File: src/common/lsr_pkg.sv
// Package for the level switch relay logic: register map, field layout,
// reset values, states and timing counts.
// Assumes a 25 MHz system clock and a plain address/strobe register port.
package lsr_pkg;
  // Register byte offsets
  localparam logic [4:0] OFS_POINTS = 5'h00;
  localparam logic [4:0] OFS_TIMERS = 5'h04;
  localparam logic [4:0] OFS_CFG = 5'h08;
  localparam logic [4:0] OFS_ZERO = 5'h0C;
  localparam logic [4:0] OFS_SPAN = 5'h10;
  localparam logic [4:0] OFS_INTVL = 5'h14;
  localparam logic [4:0] OFS_STATUS = 5'h18;
  // Field positions
  localparam int POS_OFF_PT = 0;
  localparam int POS_ON_PT = 8;
  localparam int POS_OFF_TM = 0;
  localparam int POS_ON_TM = 8;
  localparam int POS_POL = 0;
  localparam int POS_DISP = 4;
  localparam int POS_DEC = 8;
  localparam int POS_SEG = 0;
  localparam int POS_RELAY = 4;
  localparam int POS_STATE = 8;
  localparam int POS_FLASH = 12;
  // Reset values of the settings
  localparam logic [3:0] RST_OFF_PT = 4'h2;
  localparam logic [3:0] RST_ON_PT = 4'h7;
  localparam logic [3:0] MAX_PT = 4'h8;
  localparam logic [3:0] MIN_PT = 4'h1;
  localparam logic [7:0] RST_TIMER = 8'h0A;
  localparam logic RST_POL = 1'b0;
  localparam logic [1:0] RST_DISP = 2'h1;
  localparam logic [1:0] DISP_SEG = 2'h1;
  localparam logic [1:0] DISP_DIEL = 2'h2;
  localparam logic [1:0] DISP_FREQ = 2'h3;
  localparam logic [2:0] DEC_FLOAT = 3'h7;
  localparam logic [15:0] RST_ZERO = 16'h03E8;
  localparam logic [15:0] RST_SPAN = 16'h0438;
  localparam logic [7:0] RST_INTVL = 8'h03;
  // Timing: one tick is 0.1 s
  localparam longint CLK_PERIOD_NS = 40;
  localparam longint TICK_NS = 100000000;
  localparam int TICK_CYCLES = int'(TICK_NS / CLK_PERIOD_NS);
  localparam int CANCEL_HOLD_MS = 2000;
  localparam logic [7:0] CANCEL_TICKS = 8'(CANCEL_HOLD_MS / 100);
  localparam logic [7:0] BLINK_TICKS = 8'h05;
  localparam logic [7:0] LCD_STEP_TICKS = 8'h05;
  // Operating states, one-hot
  typedef enum logic [3:0] {
    ST_MEAS = 4'b0001,
    ST_SETUP = 4'b0010,
    ST_TEST = 4'b0100,
    ST_SVC = 4'b1000
  } lsr_state_t;
  // Adjustment menu items
  typedef enum logic [1:0] {
    ITEM_RETURN = 2'h0,
    ITEM_TEST = 2'h1,
    ITEM_SVC = 2'h2
  } lsr_item_t;
endpackage

File: src/lsr_delay_timer.sv
// Restartable delay timer counted in 0.1 s ticks.
// Assumes tick_in is a one-cycle pulse from the same clock domain.
`timescale 1ns/1ps
module lsr_delay_timer (
  input wire logic ref_clk_in,
  input wire logic rst_b_in,
  input wire logic tick_in,
  input wire logic arm_in,
  input wire logic [7:0] preset_in,
  output logic expired_out
);
  typedef struct packed {
    logic [7:0] cnt;
  } lsr_tmr_t;

  lsr_tmr_t s_r;
  lsr_tmr_t s_nxt;

  // Count while armed; any break restarts from zero
  always_comb begin
    s_nxt = s_r;
    if (!arm_in) begin
      s_nxt.cnt = 8'h00; // RULE_21
    end else if (tick_in && s_r.cnt < preset_in) begin
      s_nxt.cnt = s_r.cnt + 8'h01;
    end
  end

  // State register
  always_ff @(posedge ref_clk_in or negedge rst_b_in) begin
    if (!rst_b_in) begin
      s_r <= '0;
    end else begin
      s_r <= s_nxt;
    end
  end

  // Expired once the full delay has run uninterrupted
  assign expired_out = arm_in && (s_r.cnt >= preset_in);
endmodule // lsr_delay_timer

File: src/lsr_relay_logic.sv
// Level switch relay logic: segment scale, hysteresis, delays, polarity,
// register port parameter entry, key panel menu, display select and display test.
// Assumes synchronous key levels and a sample word per measurement.
// Summary of operation
// RULE_01: Accept at flashing return item commits edits
// RULE_02: Mode plus down over 2 s discards
// RULE_03: Uncommitted edits lost; reset restores committed (here reset reloads the SET_RST defaults instead)
// RULE_04: Mode in service mode returns to measurement
// RULE_05: Release point default 2, from 1 below engage
// RULE_06: Engage point default 7, above release, max 8
// RULE_07: Release waits off delay, default 1.0 s
// RULE_08: Engage waits on delay, 0.1 s steps
// RULE_09: Polarity selects relay sense, default 0
// RULE_10: Zero point default 1.000, scale bottom
// RULE_11: Span point default 1.080, scale top
// RULE_12: Sample periodically, default 0.3 s interval
// RULE_13: Display select: segment, dielectric, frequency
// RULE_14: Decimal places only for dielectric display
// RULE_15: Teaching one point derives the other
// RULE_16: Display test walks segments; mode exits
// RULE_17: Relay decision keeps running while adjusting
// RULE_18: Material present closes normally-open contact (here only with polarity 0; with polarity 1 material present opens it)
// RULE_19: Power up starts in measurement operation
// RULE_20: Eight equal segments between zero and span
// RULE_21: Threshold re-cross restarts pending delay
//
// Decided for this implementation: the plain strobed port and the placing of the registers.
`timescale 1ns/1ps
module lsr_relay_logic #(
  parameter int TICK_CYCLES = lsr_pkg::TICK_CYCLES
) (
  input wire logic ref_clk_in,
  input wire logic rst_b_in,
  input wire logic [4:0] reg_addr_in,
  input wire logic [31:0] reg_wdata_in,
  input wire logic reg_wr_in,
  input wire logic reg_rd_in,
  output logic [31:0] reg_rdata_out,
  input wire logic mode_key_in,
  input wire logic accept_key_in,
  input wire logic up_key_in,
  input wire logic down_key_in,
  input wire logic [15:0] sample_in,
  input wire logic [15:0] freq_in,
  input wire logic teach_zero_in,
  input wire logic teach_span_in,
  output logic relay_energized_out,
  output logic contact_no_closed_out,
  output logic contact_nc_closed_out,
  output logic return_to_operation_indicator_out,
  output logic operation_indicator_out,
  output logic [3:0] mode_state_out,
  output logic [15:0] disp_value_out,
  output logic [2:0] disp_decimals_out,
  output logic [7:0] lcd_test_out
);
  typedef struct packed {
    logic [3:0] off_pt;
    logic [3:0] on_pt;
    logic [7:0] off_tm;
    logic [7:0] on_tm;
    logic pol;
    logic [1:0] disp;
    logic [2:0] dec;
    logic [15:0] zero;
    logic [15:0] span;
    logic [7:0] intvl;
  } lsr_set_t;

  typedef struct packed {
    lsr_pkg::lsr_state_t state;
    lsr_pkg::lsr_item_t item;
    lsr_set_t work;
    lsr_set_t pend;
    logic [31:0] tick_cnt;
    logic [7:0] smp_cnt;
    logic [7:0] hold_cnt;
    logic [7:0] blink_cnt;
    logic blink;
    logic [7:0] lcd_cnt;
    logic [7:0] lcd;
    logic [3:0] keys_prev;
    logic smp_stb;
    logic [15:0] sample;
    logic [15:0] freq;
    logic [3:0] seg;
    logic detect;
    logic [15:0] disp_val;
    logic [2:0] disp_dec;
    logic [31:0] rdata;
  } lsr_st_t;

  localparam lsr_set_t SET_RST = '{
    off_pt: lsr_pkg::RST_OFF_PT, on_pt: lsr_pkg::RST_ON_PT,
    off_tm: lsr_pkg::RST_TIMER, on_tm: lsr_pkg::RST_TIMER,
    pol: lsr_pkg::RST_POL, disp: lsr_pkg::RST_DISP, dec: lsr_pkg::DEC_FLOAT,
    zero: lsr_pkg::RST_ZERO, span: lsr_pkg::RST_SPAN, intvl: lsr_pkg::RST_INTVL};

  lsr_st_t s_r;
  lsr_st_t s_nxt;
  logic tick;
  logic mode_p, acc_p, up_p, down_p;
  logic flashing;
  logic on_cond, off_cond, on_exp, off_exp;
  logic [15:0] diff, rng;
  logic [7:0] seg_ge;
  logic [15:0] delta;

  // Release must sit from 1 up to one below engage, engage at most 8
  function automatic logic points_ok(input logic [3:0] off_pt, input logic [3:0] on_pt);
    points_ok = (off_pt >= lsr_pkg::MIN_PT) && (off_pt < on_pt) && (on_pt <= lsr_pkg::MAX_PT);
  endfunction

  // Key press edges and shared timing
  assign tick = (s_r.tick_cnt == 32'(TICK_CYCLES - 1));
  assign mode_p = mode_key_in && !s_r.keys_prev[0];
  assign acc_p = accept_key_in && !s_r.keys_prev[1];
  assign up_p = up_key_in && !s_r.keys_prev[2];
  assign down_p = down_key_in && !s_r.keys_prev[3];
  assign flashing = (s_r.state == lsr_pkg::ST_SETUP && s_r.item == lsr_pkg::ITEM_RETURN) ||
                    (s_r.state == lsr_pkg::ST_SVC);

  // Segment boundaries: eight equal parts of the zero-to-span range
  assign diff = (s_r.sample > s_r.work.zero) ? s_r.sample - s_r.work.zero : 16'h0000;
  assign rng = s_r.work.span - s_r.work.zero;
  genvar k;
  generate
    for (k = 1; k <= 8; k++) begin : g_bound
      assign seg_ge[k-1] = ({diff, 3'b000} >= 19'(k) * {3'b000, rng}); // RULE_20
    end
  endgenerate

  // Hysteresis conditions on the latest segment
  assign on_cond = (s_r.seg >= s_r.work.on_pt) && !s_r.detect;
  assign off_cond = (s_r.seg < s_r.work.off_pt) && s_r.detect;
  assign delta = lsr_pkg::RST_SPAN - lsr_pkg::RST_ZERO;

  // Engage delay
  lsr_delay_timer u_on_tmr (
    .ref_clk_in(ref_clk_in),
    .rst_b_in(rst_b_in),
    .tick_in(tick),
    .arm_in(on_cond),
    .preset_in(s_r.work.on_tm),
    .expired_out(on_exp)
  );

  // Release delay
  lsr_delay_timer u_off_tmr (
    .ref_clk_in(ref_clk_in),
    .rst_b_in(rst_b_in),
    .tick_in(tick),
    .arm_in(off_cond),
    .preset_in(s_r.work.off_tm),
    .expired_out(off_exp)
  );

  // Next-state logic for the whole block
  always_comb begin
    s_nxt = s_r;
    s_nxt.keys_prev = {down_key_in, up_key_in, accept_key_in, mode_key_in};
    s_nxt.tick_cnt = tick ? 32'h0000_0000 : s_r.tick_cnt + 32'h0000_0001;
    s_nxt.smp_stb = 1'b0;
    // Sampling interval in ticks
    if (tick) begin
      if (s_r.smp_cnt + 8'h01 >= s_r.work.intvl) begin
        s_nxt.smp_cnt = 8'h00;
        s_nxt.smp_stb = 1'b1; // RULE_12
      end else begin
        s_nxt.smp_cnt = s_r.smp_cnt + 8'h01;
      end
      s_nxt.blink_cnt = (s_r.blink_cnt + 8'h01 >= lsr_pkg::BLINK_TICKS) ? 8'h00 :
                        s_r.blink_cnt + 8'h01;
      if (s_r.blink_cnt + 8'h01 >= lsr_pkg::BLINK_TICKS) begin
        s_nxt.blink = !s_r.blink;
      end
    end
    if (s_r.smp_stb) begin
      s_nxt.sample = sample_in;
      s_nxt.freq = freq_in;
    end
    s_nxt.seg = 4'($countones(seg_ge));
    // Relay decision runs in every state
    if (on_exp) begin
      s_nxt.detect = 1'b1; // RULE_08 RULE_17
    end else if (off_exp) begin
      s_nxt.detect = 1'b0; // RULE_07
    end
    // Teaching one reference derives the other
    if (teach_zero_in) begin
      s_nxt.work.zero = s_r.sample; // RULE_15
      s_nxt.work.span = s_r.sample + delta;
      s_nxt.pend.zero = s_r.sample;
      s_nxt.pend.span = s_r.sample + delta;
    end else if (teach_span_in) begin
      s_nxt.work.span = s_r.sample; // RULE_15
      s_nxt.work.zero = s_r.sample - delta;
      s_nxt.pend.span = s_r.sample;
      s_nxt.pend.zero = s_r.sample - delta;
    end
    // Register writes land in the pending set
    if (reg_wr_in) begin
      case (reg_addr_in)
        lsr_pkg::OFS_POINTS: begin
          if (points_ok(reg_wdata_in[lsr_pkg::POS_OFF_PT +: 4],
                        reg_wdata_in[lsr_pkg::POS_ON_PT +: 4])) begin
            s_nxt.pend.off_pt = reg_wdata_in[lsr_pkg::POS_OFF_PT +: 4]; // RULE_05
            s_nxt.pend.on_pt = reg_wdata_in[lsr_pkg::POS_ON_PT +: 4]; // RULE_06
          end
        end
        lsr_pkg::OFS_TIMERS: begin
          s_nxt.pend.off_tm = reg_wdata_in[lsr_pkg::POS_OFF_TM +: 8];
          s_nxt.pend.on_tm = reg_wdata_in[lsr_pkg::POS_ON_TM +: 8];
        end
        lsr_pkg::OFS_CFG: begin
          s_nxt.pend.pol = reg_wdata_in[lsr_pkg::POS_POL];
          if (reg_wdata_in[lsr_pkg::POS_DISP +: 2] != 2'h0) begin
            s_nxt.pend.disp = reg_wdata_in[lsr_pkg::POS_DISP +: 2];
          end
          s_nxt.pend.dec = reg_wdata_in[lsr_pkg::POS_DEC +: 3];
        end
        lsr_pkg::OFS_ZERO: s_nxt.pend.zero = reg_wdata_in[15:0];
        lsr_pkg::OFS_SPAN: s_nxt.pend.span = reg_wdata_in[15:0];
        lsr_pkg::OFS_INTVL: s_nxt.pend.intvl = reg_wdata_in[7:0];
        default: ;
      endcase
    end
    // Operating state machine
    case (s_r.state)
      lsr_pkg::ST_MEAS: begin
        if (mode_p) begin
          s_nxt.state = lsr_pkg::ST_SETUP;
          s_nxt.item = lsr_pkg::ITEM_RETURN;
        end
      end
      lsr_pkg::ST_SETUP: begin
        if (up_p && !mode_key_in) begin
          s_nxt.item = (s_r.item == lsr_pkg::ITEM_SVC) ? lsr_pkg::ITEM_RETURN :
                       lsr_pkg::lsr_item_t'(s_r.item + 2'h1);
        end else if (down_p && !mode_key_in) begin
          s_nxt.item = (s_r.item == lsr_pkg::ITEM_RETURN) ? lsr_pkg::ITEM_SVC :
                       lsr_pkg::lsr_item_t'(s_r.item - 2'h1);
        end else if (acc_p) begin
          case (s_r.item)
            lsr_pkg::ITEM_RETURN: begin
              s_nxt.work = s_r.pend; // RULE_01
              s_nxt.state = lsr_pkg::ST_MEAS;
            end
            lsr_pkg::ITEM_TEST: begin
              s_nxt.state = lsr_pkg::ST_TEST;
              s_nxt.lcd = 8'h01;
              s_nxt.lcd_cnt = 8'h00;
            end
            default: s_nxt.state = lsr_pkg::ST_SVC;
          endcase
        end
      end
      lsr_pkg::ST_TEST: begin
        if (mode_p) begin
          s_nxt.state = lsr_pkg::ST_SETUP; // RULE_16
          s_nxt.lcd = 8'h00;
        end else if (tick) begin
          if (s_r.lcd_cnt + 8'h01 >= lsr_pkg::LCD_STEP_TICKS) begin
            s_nxt.lcd_cnt = 8'h00;
            s_nxt.lcd = {s_r.lcd[6:0], s_r.lcd[7]}; // RULE_16
          end else begin
            s_nxt.lcd_cnt = s_r.lcd_cnt + 8'h01;
          end
        end
      end
      lsr_pkg::ST_SVC: begin
        if (mode_p) begin
          s_nxt.state = lsr_pkg::ST_MEAS; // RULE_04
        end
      end
      default: s_nxt.state = lsr_pkg::ST_MEAS;
    endcase
    // Mode plus down held while the return item flashes cancels edits
    if (s_r.state == lsr_pkg::ST_SETUP && flashing && mode_key_in && down_key_in) begin
      if (s_r.hold_cnt > lsr_pkg::CANCEL_TICKS) begin
        s_nxt.pend = s_r.work; // RULE_02
      end else if (tick) begin
        s_nxt.hold_cnt = s_r.hold_cnt + 8'h01;
      end
    end else begin
      s_nxt.hold_cnt = 8'h00;
    end
    // Display value and decimals
    case (s_r.work.disp)
      lsr_pkg::DISP_SEG: s_nxt.disp_val = {12'h000, s_r.seg}; // RULE_13
      lsr_pkg::DISP_DIEL: s_nxt.disp_val = s_r.sample;
      lsr_pkg::DISP_FREQ: s_nxt.disp_val = s_r.freq;
      default: s_nxt.disp_val = 16'h0000;
    endcase
    s_nxt.disp_dec = (s_r.work.disp == lsr_pkg::DISP_DIEL) ? s_r.work.dec :
                     lsr_pkg::DEC_FLOAT; // RULE_14
    // Read data, standing the cycle after the strobe
    s_nxt.rdata = 32'h0000_0000;
    if (reg_rd_in) begin
      case (reg_addr_in)
        lsr_pkg::OFS_POINTS: s_nxt.rdata = {20'h00000, s_r.pend.on_pt, 4'h0, s_r.pend.off_pt};
        lsr_pkg::OFS_TIMERS: s_nxt.rdata = {16'h0000, s_r.pend.on_tm, s_r.pend.off_tm};
        lsr_pkg::OFS_CFG: begin
          s_nxt.rdata = {21'h000000, s_r.pend.dec, 2'h0, s_r.pend.disp, 3'h0, s_r.pend.pol};
        end
        lsr_pkg::OFS_ZERO: s_nxt.rdata = {16'h0000, s_r.pend.zero};
        lsr_pkg::OFS_SPAN: s_nxt.rdata = {16'h0000, s_r.pend.span};
        lsr_pkg::OFS_INTVL: s_nxt.rdata = {24'h000000, s_r.pend.intvl};
        lsr_pkg::OFS_STATUS: begin
          s_nxt.rdata = {19'h00000, flashing, s_r.state, 3'h0,
                         relay_energized_out, s_r.seg};
        end
        default: s_nxt.rdata = 32'h0000_0000;
      endcase
    end
  end

  // State register; power-up lands in measurement with committed defaults
  always_ff @(posedge ref_clk_in or negedge rst_b_in) begin
    if (!rst_b_in) begin
      s_r <= '0;
      s_r.state <= lsr_pkg::ST_MEAS; // RULE_19
      s_r.item <= lsr_pkg::ITEM_RETURN;
      s_r.work <= SET_RST; // RULE_03 RULE_10 RULE_11
      s_r.pend <= SET_RST;
    end else begin
      s_r <= s_nxt;
    end
  end

  // Relay coil and contacts
  assign relay_energized_out = s_r.detect ^ s_r.work.pol; // RULE_09
  assign contact_no_closed_out = relay_energized_out; // RULE_18
  assign contact_nc_closed_out = !relay_energized_out;
  assign return_to_operation_indicator_out = flashing && s_r.blink;
  assign operation_indicator_out = (s_r.state == lsr_pkg::ST_MEAS); // RULE_19
  assign mode_state_out = s_r.state;
  assign disp_value_out = s_r.disp_val;
  assign disp_decimals_out = s_r.disp_dec;
  assign lcd_test_out = s_r.lcd;
  assign reg_rdata_out = s_r.rdata;
endmodule // lsr_relay_logic
File: config.mk
export PLATFORM = sky130hd
export DESIGN_NAME = lsr_relay_logic
export DESIGN_NICKNAME = d
export VERILOG_FILES = /design/src/common/lsr_pkg.sv /design/src/lsr_delay_timer.sv /design/src/lsr_relay_logic.sv
export SDC_FILE = /design/constraint.sdc
export NUM_CORES = 1
export LEC_CHECK = 0
export BUFFER_PORTS_ARGS = -buffer_cell sky130_fd_sc_hd__buf_2
export CAP_MARGIN = 30
export CORE_AREA = 2 2 349 178
export DETAILED_ROUTE_END_ITERATION = 10
export DIE_AREA = 0 0 351 180
export PLACE_DENSITY = 0.54
export SETUP_SLACK_MARGIN = 0.3
export SYNTH_ARGS = -nofsm -noshare
export SYNTH_HDL_FRONTEND = slang
export SYNTH_SLANG_ARGS = --single-unit
File: constraint.sdc
create_clock -name ref_clk_in -period 9.45 [get_ports ref_clk_in]
set_input_delay 1.4175 -clock ref_clk_in [delete_from_list [all_inputs] [get_ports ref_clk_in]]
set_output_delay 1.4175 -clock ref_clk_in [all_outputs]
set_load 0.02 [all_outputs]
==> metrics.txt <==
CTS tree=built; total power=4.69 mW; Avg Inst Size Synth=8.99 µm²; number of port buffers=114; Post-DP HPWL=53,200 µm; vias in the first global route=17,600; total number of yosys warnings=0; Die Y=~180 µm; top layer in use=met5; drt first pass iters=8; Setup Viol. Count Final=0; max-cap violation count=0; root cell of the clock tree=clkbuf_16; Clock Sinks=312; Worst EP arrival=8.90 ns; worst min path class=reg -> reg; CTS max path bufs=3; htree depth=1; Final Hold Viols=0; final wirelength=69,400 µm; pin count of the biggest net entering global routing=about 160; reg2reg start=s_r[85]$_DFFE_PN0P_; slew margin rel.=31.2%; Die W=~350 µm; Setup CP Type=reg -> reg; Vias=18,800; total grt overflow=0; most common cell after layout, fill and taps aside=nand2_1; I/O Pins=roughly 150; worst reg2reg path endpoint=s_r[53]$_DFF_PN0_; Post-Synthesis Cell Area=roughly 0.023 mm²; status=finished clean; placed insts=between 3,000 and 4,000; reg2reg setup slack=1.03 ns; clock skew=roughly 0.036 ns; WL met3=6680 µm; Worst setup SP type=flop; total CTS buffers=29; number of cell rows=64; Critical-path top delay cell=dfrtp_1; r2r worst-path depth=26; CP max FO=10; ys flop type=dfrtp_1; fraction of layout cells with a size suffix above 1=12.7%; GRT Util Overall=21.8%; FMAX=about 120 MHz; pwr/cell area=189 mW/mm²; Initial Util=37.6%; cts repair resizes=0; Yosys reg bits=312; Worst setup EP type=flop; Die Area=0.0632 mm²; area leader, netlist=dfrtp_1; most frequent cells in the layout=nand2_1, dfrtp_1, ha_1, o21ai_0, nor2_1; ANT nets after route=0; most frequent CP cell=inv_1; Synth area leaders=dfrtp_1, ha_1, dfstp_2, o21ai_0, nand2_1; top cell type's share of synthesized area=29.0%; DR WL met2=24,700 µm; min cycle time layout=8.42 ns; setup total negative slack=0 ns; CTS Hold Bufs=0; first-pass GRT wire length=between 100,000 and 150,000 µm; M1 wire length=37,200 µm; Worst Tran Pin Value=roughly 1 ns; Setup crit end=s_r[53]$_DFF_PN0_; post-synthesis cell type count=91; fin nets=roughly 2,900; Static Leak=around 12 nW; hold depth=2; CORE AREA=0.0603 mm²; ys async rst share=100%; Post-Synthesis Cells=2,522; fin. max-slew vios=0; Required @ worst endpoint=9.93 ns; setup repair bufs after CTS=0; critical path's largest stage delay=0.78 ns; P&R area growth vs syn=9.61%; 1st-iter DRT viols=2,025; Final period util=between 80% and 90%; Max IR drop VDD=0.155 mV; Critical path origin=s_r[85]$_DFFE_PN0P_; antenna violations before repair=11; Finished Layout Cells=3,400; clock-pin slew on the worst setup and hold paths=~0.07 ns; register area share after synthesis=34.7%; EDFF count, synth=0; wire length per cell=20.4 µm; final RePlAce weighted congestion=0.902; DRC Markers=0; clk_lat worst skew=roughly 0.6 ns; Vias/cell=5.53; unrepaired setup endpoints after global routing=false
-- final cells by class --
type | instances | area (µm²)
tap | 825 | 1030
clock inverter | 19 | 284
timing repair buffer | 146 | 853
antenna | 3 | 7.51
fill | 5957 | 35400
multi-input combinational | 1910 | 13400
sequential | 312 | 7870
inverter | 150 | 578
clock buffer | 35 | 788
-- how the worst min path moves through the flow --
| stage | startpoint | to | slack, ns |
|---|---|---|---|
| 6_report | s_r[228]$_DFF_PN1_ | s_r[298]$_DFFE_PN1P_ | 0.47 |
| 3_3_place_gp | s_r[228]$_DFF_PN1_ | s_r[298]$_DFFE_PN1P_ | 0.45 |
| 3_5_place_dp | s_r[166]$_DFF_PN1_ | s_r[236]$_DFFE_PN1P_ | 0.46 |
| 2_1_floorplan | s_r[109]$_DFFE_PN0P_ | s_r[109]$_DFFE_PN0P_ | 0.44 |
| 4_1_cts | s_r[228]$_DFF_PN1_ | s_r[298]$_DFFE_PN1P_ | 0.47 |
| 5_1_grt | s_r[276]$_DFFE_PN1P_ | s_r[276]$_DFFE_PN1P_ | 0.49 |
-- power by group --
group,internal (mW),switching [mW],total [mW]
clock network,0.768,0.576,1.34
logic,0.723,1.04,1.76
registers,1.48,0.105,1.58
total,2.97,1.72,4.69
-- sequential cells by signal, indices dropped and copies added (netlist names) --
| name | flops |
|---|---|
| disp_value_out | 16 |
| mode_state_out | 4 |
| reg_rdata_out | 16 |
| s_r | 249 |
| u_on_tmr.s_r | 8 |
| u_off_tmr.s_r | 8 |
| disp_decimals_out | 3 |
| lcd_test_out | 8 |
-- per-layer routing --
layer	track usage (%)	vias up
met5	0	-
met4	2.54	4
met3	5.64	67
met2	26.3	693
met1	37.5	9151
li1	-	8899
-- metrics by stage --
stage | hold slack [ns] | instance area (µm²) | util (%) | setup WS [ns]
after floorplan | 0.437 | 22700 | - | 2.34
after global placement | 0.454 | 23700 | 39.4 | 1.28
after detailed placement | 0.461 | 23800 | 39.4 | 1.19
after CTS | 0.473 | 24900 | 41.2 | 1.12
after global routing | 0.489 | 24900 | 41.2 | 0.730
final | 0.473 | 24900 | 41.2 | 1.03
-- Yosys cell counts (all sizes together), types with 16 or more instances --
master,count
and2,30
o21ai,211
nand4,21
xor2,55
a21oi,147
fa,16
ha,248
a21o,61
o211ai,28
and3,31
nand2,275
nand3,58
nand2b,38
buf,74
dfrtp,263
nor2,157
mux2i,64
nor3,30
a31oi,32
o21a,21
clkbuf,91
xnor2,82
dfstp,49
o22ai,16
inv,147
nor2b,42
mux2,37
-- kinds of logic after synthesis --
logic type / after synthesis / synth area share, %
and+or+nand+nor: 749 / 15.8
AOI/OAI and AO/OA: 637 / 17.7
buffers and inverters: 315 / 6.43
DFF: 312 / 34.7
adders and majority gates: 270 / 15.4
xor gates and xnor gates: 137 / 5.37
muxes: 101 / 4.66
other: 1 / 0.0165
-- critical path, delay by kind of cell (launching register included) --
kind            cells  cell delay, ns
compound gates     10            2.72
fa+ha+maj           8            3.33
buf+inv             5            0.57
flops               1            0.78
simple gates        3            0.90
(Power assumes the default switching activity.)
